[config.mk]
export PLATFORM = sky130hd
export DESIGN_NAME = pfm_pad_mux
export DESIGN_NICKNAME = d
export VERILOG_FILES = /design/src/pkg/pfm_pkg.sv /design/src/rtl/pfm_pin_cell.sv /design/src/rtl/pfm_pad_mux.sv
export SDC_FILE = /design/constraint.sdc
export NUM_CORES = 1
export LEC_CHECK = 0
export BUFFER_PORTS_ARGS = -buffer_cell sky130_fd_sc_hd__buf_2
export CAP_MARGIN = 20
export CORE_UTILIZATION = 47
export DETAILED_ROUTE_END_ITERATION = 7
export GPL_ROUTABILITY_DRIVEN = 1
export PLACE_DENSITY = 0.8
export SLEW_MARGIN = 40
export SYNTH_ARGS = -nofsm -noshare
export SYNTH_HDL_FRONTEND = slang
export SYNTH_HIERARCHICAL = 1
export SYNTH_SLANG_ARGS = --single-unit
[constraint.sdc]
create_clock -name ref_clk -period 3.2 [get_ports ref_clk]
set_clock_uncertainty 0.15 [all_clocks]
set_input_delay 0.48 -clock ref_clk [delete_from_list [all_inputs] [get_ports ref_clk]]
set_output_delay 0.48 -clock ref_clk [all_outputs]
set_load 0.05 [all_outputs]
[src/pkg/pfm_pkg.sv]
/*
  Package for the pad function multiplexer: pin counts, field layouts,
  reset values and the per-pin configuration struct.
  Assumes a single system clock and no register bus.
*/
package pfm_pkg;
  localparam int NUM_PINS = 8;
  localparam int NUM_FUNCS = 4;
  localparam int NUM_SEL_INPUTS = 2;
  localparam int PAD_SEL_W = 3;
  localparam int ALT_W = 2;
  localparam int AN_ALIAS_W = 4;
  localparam logic [ALT_W-1:0] PRIMARY_FUNCTION = 2'h0;
  localparam logic [ALT_W-1:0] ALT_FUNC_1 = 2'h1;
  localparam logic [ALT_W-1:0] ALT_FUNC_2 = 2'h2;
  localparam logic [ALT_W-1:0] ALT_FUNC_3 = 2'h3;
  localparam logic SLEW_SLOW = 1'h0;
  localparam logic SLEW_MEDIUM = 1'h1;
  localparam logic [PAD_SEL_W-1:0] PAD_SEL_RESET = 3'h0;
  // Pin 6 and 7 input-only, carrying second converter aliases
  localparam logic [NUM_PINS-1:0] INPUT_ONLY_MASK = 8'hc0;
  // Bit per function code: 1 where an output function exists
  // Nibble per pin, pin 0 lowest; codes 2 and 3 empty on pin 2
  localparam logic [NUM_PINS*NUM_FUNCS-1:0] FUNC_PRESENT = 32'h11d5_f3ff;
  // First converter channel seen on the second converter's channels
  localparam logic [AN_ALIAS_W-1:0] AN_ALIAS_BASE = 4'h6;
  localparam int NUM_AN_ALIAS = 2;
  localparam int AN_ALIAS_FIRST_PIN = 6;

  typedef struct packed {
    logic [ALT_W-1:0] alt_select_field;
    logic input_buffer_enable;
    logic slew_rate_ctrl;
  } pfm_pad_cfg_t;

  typedef struct packed {
    logic out_val;
    logic out_en;
  } pfm_func_out_t;
endpackage : pfm_pkg

[src/rtl/pfm_pin_cell.sv]
/*
  One pad's output selector and input gate.
  Assumes configuration already registered in the system clock domain.
*/
`timescale 1ns/1ps
`default_nettype none
module pfm_pin_cell (
  input wire pfm_pkg::pfm_pad_cfg_t cfg,
  input wire logic [pfm_pkg::NUM_FUNCS-1:0] func_present,
  input wire logic input_only,
  input wire pfm_pkg::pfm_func_out_t [pfm_pkg::NUM_FUNCS-1:0] func_out,
  input wire logic pad_in_sync,
  output logic pad_out,
  output logic pad_oe_n,
  output logic pad_slew_medium,
  output logic pad_in_gated
);
  wire pfm_pkg::pfm_func_out_t sel_out;
  wire logic code_present;
  wire logic drive;
  assign sel_out = func_out[cfg.alt_select_field];
  assign code_present = func_present[cfg.alt_select_field];
  assign drive = sel_out.out_en & code_present & ~input_only;
  assign pad_out = drive & sel_out.out_val;
  assign pad_oe_n = ~drive;
  assign pad_slew_medium = ~input_only &
                           (cfg.slew_rate_ctrl == pfm_pkg::SLEW_MEDIUM);
  assign pad_in_gated = cfg.input_buffer_enable & pad_in_sync;
endmodule : pfm_pin_cell
`default_nettype wire

[src/rtl/pfm_pad_mux.sv]
/*
  Pad function multiplexer top: config registers, input synchronisers,
  input fan-out, source selection and converter channel aliasing.
  Assumes pads sampled asynchronously; config written via plain ports.
*/
// Contract
// - Reset selects primary function on every pin
// - Two-bit code picks one of four functions
// - Code steers output path only
// - Input buffer enable passes input, any code
// - Input-only functions have no select code
// - Pad input reaches every consumer at once
// - Per-input pad select chooses source pad
// - Slew bit: zero slow, one medium; input-only pins 6 and 7 stay slow
// - First converter pins alias second's channels
`timescale 1ns/1ps
`default_nettype none
module pfm_pad_mux (
  input wire logic ref_clk,
  input wire logic rst,
  input wire logic cfg_wr_en,
  input wire logic [2:0] cfg_wr_pin,
  input wire pfm_pkg::pfm_pad_cfg_t cfg_wr_data,
  input wire logic sel_wr_en,
  input wire logic sel_wr_idx,
  input wire logic [pfm_pkg::PAD_SEL_W-1:0] sel_wr_data,
  input wire pfm_pkg::pfm_func_out_t
    [pfm_pkg::NUM_PINS*pfm_pkg::NUM_FUNCS-1:0] func_out,
  input wire logic [pfm_pkg::NUM_PINS-1:0] pad_in,
  output logic [pfm_pkg::NUM_PINS-1:0] pad_out,
  output logic [pfm_pkg::NUM_PINS-1:0] pad_oe_n,
  output logic [pfm_pkg::NUM_PINS-1:0] pad_slew_medium,
  output logic [pfm_pkg::NUM_PINS-1:0] periph_in,
  output logic [pfm_pkg::NUM_SEL_INPUTS-1:0] sel_periph_in,
  input wire logic [pfm_pkg::AN_ALIAS_W-1:0] adc2_channel,
  output logic adc2_alias_valid,
  output logic [pfm_pkg::AN_ALIAS_W-1:0] adc1_channel
);
  localparam int NP = pfm_pkg::NUM_PINS;
  localparam int NF = pfm_pkg::NUM_FUNCS;

  pfm_pkg::pfm_pad_cfg_t [NP-1:0] cfg_reg;
  logic [pfm_pkg::PAD_SEL_W-1:0] sel_reg [pfm_pkg::NUM_SEL_INPUTS];
  logic [NP-1:0] s1_reg;
  logic [NP-1:0] s2_reg;
  logic [NP-1:0] s3_reg;
  logic [NP-1:0] in_stable_reg;
  logic [NP-1:0] in_gated;
  logic [NP-1:0] periph_in_reg;
  logic [pfm_pkg::NUM_SEL_INPUTS-1:0] sel_in_reg;

  function automatic logic alias_hit(
    input logic [pfm_pkg::AN_ALIAS_W-1:0] ch);
    alias_hit = ch < pfm_pkg::AN_ALIAS_W'(pfm_pkg::NUM_AN_ALIAS);
  endfunction : alias_hit

  always_ff @(posedge ref_clk or posedge rst) begin
    if (rst) begin
      for (int i = 0; i < NP; i++) begin
        cfg_reg[i].alt_select_field <= pfm_pkg::PRIMARY_FUNCTION;
        cfg_reg[i].input_buffer_enable <= 1'b0;
        cfg_reg[i].slew_rate_ctrl <= pfm_pkg::SLEW_SLOW;
      end
    end else if (cfg_wr_en) begin
      cfg_reg[cfg_wr_pin] <= cfg_wr_data;
    end
  end

  always_ff @(posedge ref_clk or posedge rst) begin
    if (rst) begin
      for (int k = 0; k < pfm_pkg::NUM_SEL_INPUTS; k++) begin
        sel_reg[k] <= pfm_pkg::PAD_SEL_RESET;
      end
    end else if (sel_wr_en) begin
      sel_reg[sel_wr_idx] <= sel_wr_data;
    end
  end

  // Three stages: glitch on pad counts only when two stages agree
  always_ff @(posedge ref_clk or posedge rst) begin
    if (rst) begin
      s1_reg <= '0;
      s2_reg <= '0;
      s3_reg <= '0;
      in_stable_reg <= '0;
    end else begin
      s1_reg <= pad_in;
      s2_reg <= s1_reg;
      s3_reg <= s2_reg;
      for (int i = 0; i < NP; i++) begin
        if (s2_reg[i] == s3_reg[i]) begin
          in_stable_reg[i] <= s3_reg[i];
        end
      end
    end
  end

  for (genvar p = 0; p < NP; p++) begin : g_pin
    pfm_pin_cell u_cell (
      .cfg(cfg_reg[p]),
      .func_present(pfm_pkg::FUNC_PRESENT[p*NF +: NF]),
      .input_only(pfm_pkg::INPUT_ONLY_MASK[p]),
      .func_out(func_out[p*NF +: NF]),
      .pad_in_sync(in_stable_reg[p]),
      .pad_out(pad_out[p]),
      .pad_oe_n(pad_oe_n[p]),
      .pad_slew_medium(pad_slew_medium[p]),
      .pad_in_gated(in_gated[p])
    );

  end

  always_ff @(posedge ref_clk or posedge rst) begin
    if (rst) begin
      periph_in_reg <= '0;
      sel_in_reg <= '0;
    end else begin
      periph_in_reg <= in_gated;
      for (int k = 0; k < pfm_pkg::NUM_SEL_INPUTS; k++) begin
        sel_in_reg[k] <= in_gated[sel_reg[k]];
      end
    end
  end
  assign periph_in = periph_in_reg;
  assign sel_periph_in = sel_in_reg;

  assign adc2_alias_valid = alias_hit(adc2_channel);
  assign adc1_channel = adc2_alias_valid ?
    pfm_pkg::AN_ALIAS_W'(pfm_pkg::AN_ALIAS_BASE + adc2_channel) : '0;
endmodule : pfm_pad_mux
`default_nettype wire

==> summary.md <==
| Metric | Value |
|---|---|
| Routed WL | 7180 µm |
| Fmax | 445 MHz |
| Worst-path clk slew | 0.08 ns |
| Layout area overhead | 34.2% |
| Total gr overflow | 0 |
| Top Layer Used | met4 |
| M1 WL | 2950 µm |
| Starting DRT DRC Count | 93 |
| Number of diodes | 0 |
| Synth area leaders | dfrtp_1 (56%), mux2_2 (13%), mux2_4 (3.4%) |
| Slew Viols, Final | 0 |
| CTS tree | built |
| Tmin final | 2.25 ns |
| Buffer depth of the longest clock path | 2 |
| Syn avg cell area | 13.1 µm² |
| Routed wl met3 | 463 µm |
| CTS buffer count | 9 |
| Tot Pwr | 0.00279 W |
| Antenna violations before repair | 0 |
| Gate Count Post-Synth | 273 |
| Critical Path Max Stage Delay | 0.50 ns |
| Critical Path RT | 2.57 ns |
| Die width | 89.3 µm |
| Top-area cell type share of the netlist area | 55.9% |
| Startpoint types | flop |
| CTS H-tree depth | 3 |
| Vias in the first global route | 2,546 |
| Met2 WL | 3640 µm |
| Largest area contributor in the netlist | dfrtp_1 |
| Commonest cells post-synth | dfrtp_1 (80), mux2_2 (40), nand2_1 (17) |
| Reg2Reg Setup Slack | 1.56 ns |
| Largest net degree at the start of global routing | 81 |
| RR Startpoint | cfg_reg[5] |
| Predominant post-synthesis flop cell | dfrtp_1 |
| Setup Buffers After CTS | 0 |
| Die Span Y | 89.3 µm |
| Max FFs per register | 32 |
| Slew HR | 35.3% |
| Lkg Pwr | 2.38 nW |
| Initial Util | 49.1% |
| Sequential element share of the synthesized area | 55.9% |
| Drt pass-1 iters | 4 |
| Status | completed |
| RSZ-0062 raised after global routing | false |
| Gpl congestion | 0.694 |
| Via density per instance | 4.70 |
| Netlist cell types | 24 |
| Worst Tran Pin Value | 0.968 ns |
| Hold Vio Cnt, Final | 0 |
| Post-synth EDFFs | 0 |
| Fraction of layout cells with a size suffix above 1 | 39.8% |
| Worst-case reg-to-reg path depth | 3 |
| Hold_buf cts | 0 |
| Asr flop ratio synth | 100% |
| Final-report setup violation count | 0 |
| Detail Route Antenna Nets | 0 |
| Core footprint | 7290 µm² |
| Nets | 562 |
| Slowest cell on crit path | dfrtp_1 |
| Max cap viols | 0 |
| Synth Cell Area | 3580 µm² |
| Max FO, Critical Path | 7 |
| Worst setup EP type | primary output |
| Crit-path cells | mux2_4 -> a32o_1 -> buf_2 |
| Buffers on Ports | 123 |
| Critical path class | reg -> out |
| Hold crit path type | in -> async |
| Setup TNS | 0 ns |
| Overall Global Routing Usage | 18.5% |
| Final critical-path share of the clock period | 70.3% |
| Global-route wire length before repair | 11,000 µm |
| Row count | 31 |
| Yosys warns | 6 |
| Final HPWL DP | 5470 µm |
| Register bit total from synthesis | 80 |
| Critical R2R Capture | sel_periph_in[0] |
| # resized after CTS | 0 |
| Worst path arrival time | 1.62 ns |
| DRC | 0 |
| Pwr/cell area | 581 nW/µm² |
| Top Ports | 130 |
| Clock latency on the worst-skew pair | 0.35 ns |
| CTS sink cnt | 80 |
| Total number of vias | 2,696 |
| Top-count cell post-synth | dfrtp_1 |
| CTS root buffer | clkbuf_8 |
| Die Area | 7970 µm² |
| WL per Instance | 12.5 µm |
| Worst VDD drop | 0.361 mV |
layer usage:
| layer | up-vias | global-route usage [%] |
|---|---|---|
| met5 | - | 0 |
| met4 | 0 | 8.08 |
| met3 | 12 | 4.99 |
| met2 | 93 | 32.5 |
| met1 | 1252 | 21.2 |
| li1 | 1339 | - |
layout by cell type (no fill, tap or decap), drive strengths merged:
master	instances
buf	124
dfrtp	80
conb	64
mux2	48
nand2	17
nand3	16
o21ai	16
nor2b	16
clkbuf	12
nor3	10
and2	9
maj3	8
nor2	8
a22oi	8
mux2i	8
a32o	8
mux4	4
nand4b	3
and4bb	3
inv	2
nor4	2
bufinv	2
clkinv	2
nor4b	1
nand2b	1
nand4	1
ha	1
clkinvlp	1
how the worst max path moves through the flow:
| stage | slack, ns | startpoint | endpoint | cells past startpoint |
|---|---|---|---|---|
| floorplan | 0.34 | adc2_channel[1] | adc1_channel[2] | 3 |
| global placement | 1.20 | adc2_channel[1] | adc1_channel[2] | 5 |
| detailed placement | 1.16 | adc2_channel[1] | adc1_channel[2] | 5 |
| CTS | 0.92 | cfg_reg[11] | pad_out[2] | 3 |
| global route | 0.87 | cfg_reg[7] | pad_out[1] | 3 |
| finish | 0.95 | cfg_reg[11] | pad_out[2] | 3 |
critical path, delay by kind of cell, from the launching register on:
kind | cells | cell delay (ns)
flip-flops | 1 | 0.50
multiplexers | 1 | 0.33
buffers and inverters | 1 | 0.20
AO/OA/AOI/OAI | 1 | 0.25
cell type report:
cell class	instances	area [µm²]
Clock buffer	12	155
Clock inverter	4	76.3
Fill cell	586	2480
Inverter	3	12.5
Multi-Input combinational cell	252	1800
Sequential cell	80	2000
Tap cell	99	124
Timing Repair Buffer	124	636
where the power goes:
group / switching (W) / leakage (nW) / internal, W
logic: 0.000400 / 1.31 / 0.000289
clock network: 0.000346 / 0.113 / 0.000484
registers: 0.000116 / 0.958 / 0.00116
total: 0.000861 / 2.38 / 0.00193
logic make-up (layout without fill, tap and decap cells):
family / count (synthesis) / in the layout / synth area share [%]
muxes: 60 / 60 / 21.1
other: 2 / 64 / 0.210
adders and majority gates: 9 / 9 / 2.58
DFF: 80 / 80 / 55.9
buffers and inverters: 3 / 143 / 0.314
and+or+nand+nor: 87 / 87 / 13.8
AOI/OAI and AO/OA: 32 / 32 / 6.15
through the flow:
stage / setup slack (ns) / area (µm²) / util [%] / instances / hold WS [ns]
final: 0.951 / 4810 / 65.9 / 574 / 0.0400
after global routing: 0.873 / 4810 / 65.9 / 574 / 0.0658
after CTS: 0.922 / 4810 / 65.9 / 574 / 0.0645
after detailed placement: 1.16 / 4580 / 62.7 / 558 / 0.185
after global placement: 1.20 / 4580 / 62.7 / 558 / 0.184
after floorplan: 0.341 / 3810 / - / 335 / 0.181
Power figures use the tool's default switching activity.
